$ cat src/verilog/scfm_defines.vh
// Purpose: Shared constants of the serial flash configuration master.
// Assumes: 200 MHz system clock.
// Notes:   Definitions only.
`ifndef SCFM_DEFINES_VH
`define SCFM_DEFINES_VH

// Mode strap code that selects serial flash loading
`define SCFM_MODE_SPI       3'h1

// Variant strap codes
`define SCFM_VARIANT_FAST   3'h7
`define SCFM_VARIANT_READ   3'h5
`define SCFM_VARIANT_ARRAY  3'h6

// Flash read commands per variant
`define SCFM_CMD_FAST       8'h0b
`define SCFM_CMD_READ       8'h03
`define SCFM_CMD_ARRAY      8'he8

// Dummy byte counts per variant
`define SCFM_DUMMY_FAST     2'h1
`define SCFM_DUMMY_READ     2'h0
`define SCFM_DUMMY_ARRAY    2'h3

// First flash address read
`define SCFM_START_ADDR     24'h000000

// Command plus address length in bits
`define SCFM_HDR_BITS       6'h20

// Serial clock half period in system cycles: 200 MHz down to 6.25 MHz
`define SCFM_SCLK_HALF      5'h10

// Memory clearing length in system cycles
`define SCFM_CLEAR_CYCLES   16'h0040

// Default configuration stream length in bits, trailing check word included
`define SCFM_CONFIG_BITS    24'h002000

// Check word polynomial and start value
`define SCFM_CRC_POLY       16'h1021
`define SCFM_CRC_INIT       16'h0000

`endif

$ cat src/verilog/scfm_config_master.v
// Purpose: Boot-time master that loads configuration from a serial flash.
// Assumes: Pins reach the block raw and are synchronised here; the block
//          makes the serial clock itself by dividing the system clock.
// Notes:   Open-drain pins: output enable low means pulling the pin low.
`include "scfm_defines.vh"
module scfm_config_master #(
	parameter [23:0] CONFIG_BITS  = `SCFM_CONFIG_BITS,
	parameter [15:0] CLEAR_CYCLES = `SCFM_CLEAR_CYCLES
) (
	// Clock and reset
	input  wire       clock,
	input  wire       reset_n,
	// Program request pin
	input  wire       program_request_n,
	// Open-drain initialisation indicator
	input  wire       init_in,
	output wire       init_out,
	output reg        init_oe_n,
	// Open-drain done indicator
	input  wire       done_in,
	output wire       done_out,
	output reg        done_oe_n,
	// Strap pins
	input  wire [2:0] mode_straps,
	input  wire [2:0] flash_variant_straps,
	input  wire       pullup_disable_strap,
	// Flash link
	output reg        flash_select_n,
	output reg        config_serial_clock,
	output reg        flash_mosi,
	input  wire       config_data_in,
	// Daisy-chain output
	output reg        chain_data_out,
	// User side
	output reg        pullup_enable,
	output reg        strap_pins_released,
	output reg  [7:0] config_byte,
	output reg        config_byte_valid,
	output reg        crc_error,
	output reg        variant_error
);
	localparam [3:0] ST_CLEAR  = 4'h0;
	localparam [3:0] ST_WAIT   = 4'h1;
	localparam [3:0] ST_DECIDE = 4'h2;
	localparam [3:0] ST_SEND   = 4'h3;
	localparam [3:0] ST_READ   = 4'h4;
	localparam [3:0] ST_FINISH = 4'h5;
	localparam [3:0] ST_DONE   = 4'h6;
	localparam [3:0] ST_USER   = 4'h7;
	localparam [3:0] ST_ERROR  = 4'h8;
	localparam [3:0] ST_HALT   = 4'h9;
	localparam [4:0] HALF_M1   = `SCFM_SCLK_HALF - 5'h01;
	// Two-stage synchronisers; the data lane is read only inside frames
	wire [10:0] pin_raw = {config_data_in, program_request_n, init_in, done_in,
	                       mode_straps, flash_variant_straps, pullup_disable_strap};
	reg  [10:0] pin_meta;
	reg  [10:0] pin_sync;
	genvar g;
	generate
		for (g = 0; g < 11; g = g + 1) begin : g_sync
			always @(posedge clock) begin
				if (!reset_n) begin
					pin_meta[g] <= 1'b1;
					pin_sync[g] <= 1'b1;
				end else begin
					pin_meta[g] <= pin_raw[g];
					pin_sync[g] <= pin_meta[g];
				end
			end
		end
	endgenerate
	wire       din_sync  = pin_sync[10];
	wire       prog_n_s  = pin_sync[9];
	wire       init_s    = pin_sync[8];
	wire       done_s    = pin_sync[7];
	wire [2:0] mode_s    = pin_sync[6:4];
	wire [2:0] variant_s = pin_sync[3:1];
	wire       pud_s     = pin_sync[0];
	reg  [3:0]  state;
	reg  [15:0] clear_cnt;
	reg  [4:0]  div_cnt;
	reg  [23:0] bit_cnt;
	reg  [55:0] hdr_shift;
	reg  [23:0] hdr_last;
	reg  [2:0]  mode_cap;
	reg  [2:0]  variant_cap;
	reg         init_prev;
	reg  [7:0]  byte_shift;
	wire [15:0] crc;
	wire tick     = (div_cnt == HALF_M1);
	wire rise     = tick && !config_serial_clock;
	wire fall     = tick && config_serial_clock;
	wire sclk_run = (state == ST_SEND) || (state == ST_READ) ||
	                ((state == ST_FINISH) && config_serial_clock);
	wire take_bit = (state == ST_READ) && rise;
	// Command and dummy count chosen by the captured variant
	reg [7:0] sel_cmd;
	reg [1:0] sel_dummy;
	reg       sel_ok;
	always @* begin
		sel_cmd   = `SCFM_CMD_READ;
		sel_dummy = `SCFM_DUMMY_READ;
		sel_ok    = 1'b1;
		case (variant_cap)
			`SCFM_VARIANT_FAST: begin
				sel_cmd   = `SCFM_CMD_FAST;
				sel_dummy = `SCFM_DUMMY_FAST;
			end
			`SCFM_VARIANT_ARRAY: begin
				sel_cmd   = `SCFM_CMD_ARRAY;
				sel_dummy = `SCFM_DUMMY_ARRAY;
			end
			`SCFM_VARIANT_READ: sel_ok = 1'b1;
			default:            sel_ok = 1'b0;
		endcase
	end
	scfm_crc16 u_crc (
		.clock     (clock),
		.reset_n   (reset_n),
		.clear     (state == ST_DECIDE),
		.bit_valid (take_bit),
		.bit_in    (din_sync),
		.crc       (crc)
	);
	// Open-drain pins only ever pull low
	assign init_out = 1'b0;
	assign done_out = 1'b0;
	// Serial clock divider; it idles low between frames
	always @(posedge clock) begin
		if (!reset_n || !sclk_run) begin
			div_cnt <= 5'h00;
		end else if (tick) begin
			div_cnt <= 5'h00;
		end else begin
			div_cnt <= div_cnt + 5'h01;
		end
	end
	always @(posedge clock) begin
		if (!reset_n) begin
			state               <= ST_CLEAR;
			clear_cnt           <= 16'h0000;
			bit_cnt             <= 24'h000000;
			hdr_shift           <= 56'h0;
			hdr_last            <= 24'h000000;
			mode_cap            <= 3'h0;
			variant_cap         <= 3'h0;
			init_prev           <= 1'b0;
			byte_shift          <= 8'h00;
			init_oe_n           <= 1'b0;
			done_oe_n           <= 1'b0;
			flash_select_n      <= 1'b1;
			config_serial_clock <= 1'b0;
			flash_mosi          <= 1'b0;
			chain_data_out      <= 1'b0;
			pullup_enable       <= 1'b0;
			strap_pins_released <= 1'b0;
			config_byte         <= 8'h00;
			config_byte_valid   <= 1'b0;
			crc_error           <= 1'b0;
			variant_error       <= 1'b0;
		end else begin
			config_byte_valid <= 1'b0;
			init_prev         <= init_s;
			// Pull-ups follow the strap only until done releases the pins
			pullup_enable     <= !strap_pins_released && !pud_s;
			if (sclk_run && tick) begin
				config_serial_clock <= !config_serial_clock;
			end
			case (state)
				ST_CLEAR: begin
					init_oe_n <= 1'b0;
					done_oe_n <= 1'b0;
					if (clear_cnt == CLEAR_CYCLES - 16'h0001) begin
						init_oe_n <= 1'b1;
						state     <= ST_WAIT;
					end else begin
						clear_cnt <= clear_cnt + 16'h0001;
					end
				end
				ST_WAIT: begin
					// The board may hold init low until the flash is awake
					if (init_s && !init_prev) begin
						mode_cap    <= mode_s;
						variant_cap <= variant_s;
						state       <= ST_DECIDE;
					end
				end
				ST_DECIDE: begin
					if (mode_cap != `SCFM_MODE_SPI) begin
						state <= ST_HALT;
					end else if (!sel_ok) begin
						variant_error <= 1'b1;
						init_oe_n     <= 1'b0;
						state         <= ST_ERROR;
					end else begin
						hdr_shift      <= {sel_cmd, `SCFM_START_ADDR, 24'h000000};
						hdr_last       <= {18'h0, `SCFM_HDR_BITS + {1'b0, sel_dummy, 3'h0}}
						                  - 24'h000001;
						flash_mosi     <= sel_cmd[7];
						flash_select_n <= 1'b0;
						bit_cnt        <= 24'h000000;
						state          <= ST_SEND;
					end
				end
				ST_SEND: begin
					// Flash samples on the rise, so MOSI moves on the fall
					if (fall) begin
						if (bit_cnt == hdr_last) begin
							bit_cnt <= 24'h000000;
							state   <= ST_READ;
						end else begin
							hdr_shift  <= {hdr_shift[54:0], 1'b0};
							flash_mosi <= hdr_shift[54];
							bit_cnt    <= bit_cnt + 24'h000001;
						end
					end
				end
				ST_READ: begin
					if (take_bit) begin
						byte_shift     <= {byte_shift[6:0], din_sync};
						chain_data_out <= din_sync;
						if (bit_cnt[2:0] == 3'h7) begin
							config_byte       <= {byte_shift[6:0], din_sync};
							config_byte_valid <= 1'b1;
						end
						if (bit_cnt == CONFIG_BITS - 24'h000001) begin
							state <= ST_FINISH;
						end else begin
							bit_cnt <= bit_cnt + 24'h000001;
						end
					end
				end
				ST_FINISH: begin
					// Let the clock fall before the select rises
					if (!config_serial_clock) begin
						flash_select_n <= 1'b1;
						flash_mosi     <= 1'b0;
						if (crc != 16'h0000) begin
							crc_error <= 1'b1;
							init_oe_n <= 1'b0;
							state     <= ST_ERROR;
						end else begin
							done_oe_n <= 1'b1;
							state     <= ST_DONE;
						end
					end
				end
				ST_DONE: begin
					// A board that holds done low keeps the straps owned here
					if (done_s) begin
						strap_pins_released <= 1'b1;
						state               <= ST_USER;
					end
				end
				ST_USER, ST_ERROR, ST_HALT: begin
				end
				default: begin
					state <= ST_CLEAR;
				end
			endcase
			// Program request restarts from memory clearing
			if (!prog_n_s) begin
				state               <= ST_CLEAR;
				clear_cnt           <= 16'h0000;
				init_oe_n           <= 1'b0;
				done_oe_n           <= 1'b0;
				flash_select_n      <= 1'b1;
				config_serial_clock <= 1'b0;
				flash_mosi          <= 1'b0;
				strap_pins_released <= 1'b0;
				crc_error           <= 1'b0;
				variant_error       <= 1'b0;
			end
		end
	end
	// Only select, clock, MOSI and data in reach the flash; no write-protect,
	// hold, reset or ready/busy port exists.
endmodule

$ cat src/verilog/scfm_crc16.v
// Purpose: Bit-serial check word over the incoming configuration stream.
// Assumes: One bit per bit_valid; clear restarts the sum.
// Notes:   With the check word appended, a clean stream leaves zero.
`include "scfm_defines.vh"

module scfm_crc16 (
	// Clock and reset
	input  wire        clock,
	input  wire        reset_n,
	// Control
	input  wire        clear,
	input  wire        bit_valid,
	input  wire        bit_in,
	// Result
	output reg  [15:0] crc
);

	wire feedback = crc[15] ^ bit_in;

	always @(posedge clock) begin
		if (!reset_n || clear) begin
			crc <= `SCFM_CRC_INIT;
		end else if (bit_valid) begin
			crc <= {crc[14:0], 1'b0} ^ (feedback ? `SCFM_CRC_POLY : 16'h0000);
		end
	end

endmodule

$ cat config.mk
export PLATFORM = sky130hd
export DESIGN_NAME = scfm_config_master
export DESIGN_NICKNAME = d
export VERILOG_FILES = /design/src/verilog/scfm_config_master.v /design/src/verilog/scfm_crc16.v
export VERILOG_INCLUDE_DIRS = /design/src /design/src/verilog
export SDC_FILE = /design/constraint.sdc
export NUM_CORES = 1
export LEC_CHECK = 0
export BUFFER_PORTS_ARGS = -buffer_cell sky130_fd_sc_hd__buf_2
export CORE_ASPECT_RATIO = 0.6
export CORE_UTILIZATION = 45
export DETAILED_ROUTE_END_ITERATION = 8
export GPL_TIMING_DRIVEN = 0
export PLACE_DENSITY_LB_ADDON = 0.05
export SLEW_MARGIN = 20
export SYNTH_ARGS = -nofsm -noshare
export SYNTH_HDL_FRONTEND = slang
export SYNTH_SLANG_ARGS = --single-unit
$ cat constraint.sdc
create_clock -name clock -period 2.7 [get_ports clock]
set_input_delay 0.135 -clock clock [delete_from_list [all_inputs] [get_ports clock]]
set_output_delay 0.135 -clock clock [all_outputs]
set_load 0.01 [all_outputs]
After elaboration in Yosys (flattened, before gate mapping)

Cells that the tools add are included.

Flip-flop bits (word level): 199
Memory bits (writable): 0
Bits in read-only memories: 0
Bits in latches: 0
Input bits: 13
Output and inout bits: 21
Memories kept: 0
Word-level logic and storage cells: 183

$add $sub $neg: 5
Order comparisons: 0
Shift operators: 0
Divide/modulo/power cells: 0
Reductions and logical operators: 45
Muxes and demuxes: 48
Multiply operators: 0
Equal/unequal tests: 33
Bitwise logic cells: 7

Operators by type and width:

| cell                                                              | number |
|---|---|
| 55-bit two-way mux                                                | 4 |
| 24-bit two-way mux                                                | 6 |
| 55-bit case mux with 2 select lines                               | 1 |
| 24-bit case mux with 3 select lines                               | 1 |
| 4-bit two-way mux                                                 | 11 |
| 4-bit case mux with 8 select lines                                | 1 |
| 24-bit by 1-bit adder with 24-bit output, second input constant   | 1 |
| 24-bit by 13-bit == test with 1-bit output, second input constant | 1 |
| 24-bit == test                                                    | 1 |
| 2-bit inequality test, second input constant                      | 12 |
| 3-bit AND reduction                                               | 6 |
| 1-bit two-way mux                                                 | 17 |
| 16-bit by 1-bit adder with 16-bit output, second input constant   | 1 |
| 16-bit by 6-bit == test with 1-bit output, second input constant  | 1 |
| 4-bit by 3-bit == test with 1-bit output, second input constant   | 4 |
| 8-bit case mux with 2 select lines                                | 1 |
| 16-bit nonzero test                                               | 1 |
| 16-bit bitwise XOR                                                | 1 |
| 13-bit two-way mux                                                | 1 |
| 3-bit == test, second input constant                              | 4 |
| 6-bit AND reduction                                               | 2 |
| 2-bit AND reduction                                               | 5 |
| 5-bit AND reduction                                               | 2 |
| 9-bit AND reduction                                               | 1 |
| other kinds (23)                                                  | 52 |

Depth between registers and ports, before layout

Depth after elaboration: 6
Gate-level depth with buffers: 11
Depth with buffers taken out: 9

By module

A second synthesis with hierarchy kept.

Cell total of the unflattened synthesis: 670
Area, all modules: 5758.0 µm²

Modules (own cells, without submodules):

| module             | times used | cells an instance | area an instance (µm²) |
|---|---|---|---|
| scfm_config_master | 1          | 610               | 5126.2 |
| scfm_crc16         | 1          | 60                | 631.9 |

Worst setup path before layout

Ideal clock, no wire load.

Path kind: flip-flop to flip-flop
Start: register div_cnt[0]
End: register bit_cnt[7]
Clock period less this slack: 2.211 ns
Setup time: 0.122 ns
Arrival: 2.088 ns
Path buffers: 2
Data required time: 2.578 ns
Stages on the path, launching flop included: 12
Slack: 0.489 ns
Path through: dfxtp_1 ha_1 and3_1 ha_1 clkbuf_1 nand2b_1 nor3_1 o211a_1 and2_1 clkbuf_1 o22a_1 mux2i_1

Cells in the longest elaborated chain, start to end: 5

Ends and longest elaborated chain:

| element                                      | RTL line                 | text |
|---|---|---|
| start: declaration                           | scfm_config_master.v:81  | `reg [4:0] div_cnt;` |
| start signal: assignment                     | scfm_config_master.v:135 | `div_cnt <= div_cnt + 5'h01;` |
| 5-bit by 4-bit == test with 1-bit output (*) | scfm_config_master.v:90  | `wire tick = (div_cnt == HALF_M1);` |
| 1-bit logical AND                            | scfm_config_master.v:91  | `wire rise = tick && !config_serial_clock;` |
| 1-bit logical AND                            | scfm_config_master.v:95  | `wire take_bit = (state == ST_READ) && rise;` |
| 2-bit inequality test (no line)              | n/a                      |  |
| 6-bit AND reduction (no line) (*)            | n/a                      |  |
| end signal: assignment                       | scfm_config_master.v:214 | `bit_cnt <= bit_cnt + 24'h000001;` |
| end signal: assignment                       | scfm_config_master.v:229 | `bit_cnt <= bit_cnt + 24'h000001;` |
| end: declaration                             | scfm_config_master.v:82  | `reg [23:0] bit_cnt;` |

Every way passes the cells marked *; elsewhere a longest branch is shown, timed or not.
A chain may end at the register's enable or synchronous reset.

Worst setup path in the final report

Start: register state[0]
End: register bit_cnt[10]

Cells in the longest elaborated chain, start to end: 4

Ends and longest elaborated chain:

| element                                  | RTL line                                          | text |
|---|---|---|
| start: declaration                       | scfm_config_master.v:79                           | `reg [3:0] state;` |
| start signal: assignment                 | scfm_config_master.v:140                          | `state <= ST_CLEAR;` |
| start signal: assignment                 | scfm_config_master.v:175                          | `state <= ST_WAIT;` |
| start signal: assignment                 | scfm_config_master.v:185                          | `state <= ST_DECIDE;` |
| 4-bit by 3-bit == test with 1-bit output | scfm_config_master.v:95, scfm_config_master.v:169 |  |
| 1-bit logical AND                        | scfm_config_master.v:95                           |  |
| 2-bit inequality test (no line)          | n/a                                               |  |
| 6-bit AND reduction (no line)            | n/a                                               |  |

Parallel ways exist; a longest one is shown, timed or not.

==> results.json <==
{
  "ys.flop_type": "dfxtp_1",
  "clock-sinks": 130,
  "cts_buffers": 17,
  "avgRoutedWirePerCell_um": 15.2,
  "core-area_um2": 12100,
  "synth_area_per_cell_um2": 8.55,
  "ys_warn_count": 0,
  "tightest_slew_ns": 0.771,
  "placed_cell_area_um2": 5940,
  "seq_area_frac_synth": 0.467,
  "cp.arrival_ns": 2.81,
  "maxCapViolCount": 0,
  "drtIter0Drc": 371,
  "chipWidth_um": 146,
  "async_flop_share": 0,
  "holdCritStartpoint": "reset_n",
  "antenna_found_initial": 0,
  "fmax_ghz": 0.400,
  "grt_pass1_vias": 4361,
  "cts_root_buffer": "clkbuf_16",
  "synth_area_um2": 5580,
  "slew_violations": 0,
  "postSynthCellCount": 652,
  "slew_headroom": 0.483,
  "fin_nets": 730,
  "vias": 4862,
  "yosysTopAreaCell": "dfxtp_1",
  "initial_core_util": 0.462,
  "dp_hpwl_um": 9810,
  "synth_edf_count": 0,
  "crit_fanout": 10,
  "clk_path_buf_depth": 2,
  "rsz0062_at_grt": "false",
  "status": "completed",
  "critPathKind": "register to register",
  "ant_nets": 0,
  "start_kind": "register",
  "die_area_um2": 12900,
  "post-cts-setup-buffer-count": 0,
  "io_pins": 34,
  "holdPathEnd": "din_sync",
  "cts_max_level": 4,
  "timing.reg2reg.setup_slack_ns": 0.20,
  "synth_area_leaders": "dfxtp_1 47%, nand2_1 6.3%, a21oi_1 4.9%",
  "setup_viol": 0,
  "reg2reg_from": "state[0]",
  "synth_cell_type_count": 60,
  "grt_max_degree": 17,
  "min_path_cells": 2,
  "ys_ff_latch": 130,
  "grt_pass1_wl_um": 22200,
  "ir_drop_v": 0.000527,
  "p_leak_nw": 2.33,
  "fp-row-count": 31,
  "clk_latency_ns": 0.41,
  "dr.pass1.iters": 5,
  "gr-usage-all-layers": 0.225,
  "via_per_inst": 5.46,
  "hold_violations": 0,
  "fin_area_um2": 6650,
  "die_y_um": 88.2,
  "drive_gt1_frac": 0.116,
  "p_per_area_nw_per_um2": 629,
  "whs_ns": 0.0945,
  "cts_tree": "yes",
  "fin_util": 0.551,
  "r2r_cells": 8,
  "yosysMostFrequentCell": "dfxtp_1",
  "nFillCells": 1113,
  "fin_skew_ns": 0.00999,
  "yosys-top-cells-count": "130 x dfxtp_1, 94 x nand2_1, 55 x a21oi_1",
  "final-seq-area_um2": 2600,
  "post-route-period-util": 0.926,
  "multi_input_area_um2": 2820,
  "period_needed_ns": 2.50,
  "port_buffers": 30,
  "gp_congestion": 0.887,
  "drc_errors": 0,
  "hold_class": "input pin to register",
  "synth_top_area_share": 0.467,
  "r2r_end": "bit_cnt[10]",
  "drt-total-wl_um": 13600,
  "worstPathRequired_ns": 3.01,
  "grt_overflow": 0,
  "area_growth_pct": 19.2,
  "path_clk_slew_ns": 0.06,
  "end_kind": "register",
  "diodes": 0
}
[report_power, final]
| group | internal (mW) | switching (mW) |
|---|---|---|
| clock network | 1.27 | 0.873 |
| registers | 1.94 | 0.00733 |
| logic | 0.0402 | 0.0544 |
| total | 3.25 | 0.935 |
[cells by family (layout without fill, tap and decap cells)]
group	Yosys count	count (layout)	share of synthesized area
compound gates	149	149	0.176
flops	130	130	0.467
fa+ha+maj	5	5	0.0112
simple gates	286	286	0.259
buf+inv	51	123	0.0368
other cells	1	2	0.000672
xor+xnor	18	18	0.0283
mux	12	12	0.0215
[worst max path at each step]
stage	from	endpoint	slack [ns]	depth (start not counted)
finish	state[0]	bit_cnt[10]	0.20	8
CTS	div_cnt[0]	bit_cnt[10]	0.07	11
global route	bit_cnt[0]	bit_cnt[5]	0.006	8
detailed placement	bit_cnt[0]	bit_cnt[21]	-0.11	8
global placement	bit_cnt[0]	bit_cnt[21]	-0.09	8
floorplan	div_cnt[0]	bit_cnt[7]	0.49	11
[critical path, cell delays in order (launching register included)]
cell and delay (ns):
dfxtp_1 0.37, or4b_1 0.52, buf_2 0.21, nand2b_2 0.12, nand2_1 0.18, a21oi_4 0.32
nand2_2 0.18, buf_2 0.24, o31ai_1 0.26
[repair_timing]
item / in CTS / in global routing
setup endpoints to repair: 22 / 26
pin swaps: 0 / 1
gates resized for setup: 2 / 6
hold endpoints to repair: 11 / 0
hold buffers: 11 / 0
[through the flow]
stage | setup TNS (ns) | total power, mW | std cells | setup WS [ns]
after CTS | 0 | 4.23 | 891 | 0.0672
after floorplan | 0 | 2.04 | 653 | 0.489
final | 0 | 4.18 | 890 | 0.200
after detailed placement | -1.08 | 2.07 | 848 | -0.110
after global placement | -0.678 | 2.07 | 848 | -0.0883
after global routing | 0 | 4.34 | 890 | 0.00598
[layout by cell type, fill, tap and decap left out, types with 5 or more instances in the layout]
master,count
nor2_1,48
o2bb2a_1,9
nor2b_1,7
or3_1,8
a31oi_1,8
xor2_1,8
buf_2,35
xnor2_1,10
o21ai_1,8
mux2i_1,12
a211oi_1,5
dfxtp_1,130
and2_1,5
inv_1,11
nand4_1,15
clkbuf_16,17
a21oi_1,55
dlygate4sd3_1,11
clkbuf_1,29
o21ai_0,16
nor3_1,15
o31ai_1,13
and3_1,8
nor4_1,8
nand3_1,29
and4_1,5
nand2_1,94
nand2b_1,29
[per-layer routing]
metal | vias to the layer above | global-route usage | part of all wire | routed length [um]
met5 | - | 0 | 0 | 0
met4 | 0 | 0.0756 | 0.0077 | 104
met3 | 8 | 0.0557 | 0.058 | 782
met2 | 123 | 0.315 | 0.39 | 5280
met1 | 2277 | 0.333 | 0.54 | 7390
li1 | 2454 | - | - | -
[registers in the layout (all words and copies together) (netlist names), 3 cells and up]
register     cells
bit_cnt         24
byte_shift       7
clear_cnt       16
config_byte      8
div_cnt          5
hdr_last         4
hdr_shift        7
mode_cap         3
mode_s           3
pin_meta        11
pin_sync         3
state            4
u_crc.crc       16
variant_cap      3
[layout make-up]
cell class                      instances  share of cell area
Multi-Input combinational cell        472               0.424
Sequential cell                       130               0.391
Clock buffer                           17              0.0640
Timing Repair Buffer                   41              0.0391
Tap cell                              165              0.0311
Buffer                                 38              0.0237
Clock inverter                         15              0.0199
Inverter                               12             0.00677
Note: power is estimated with default switching activity, not from simulation.
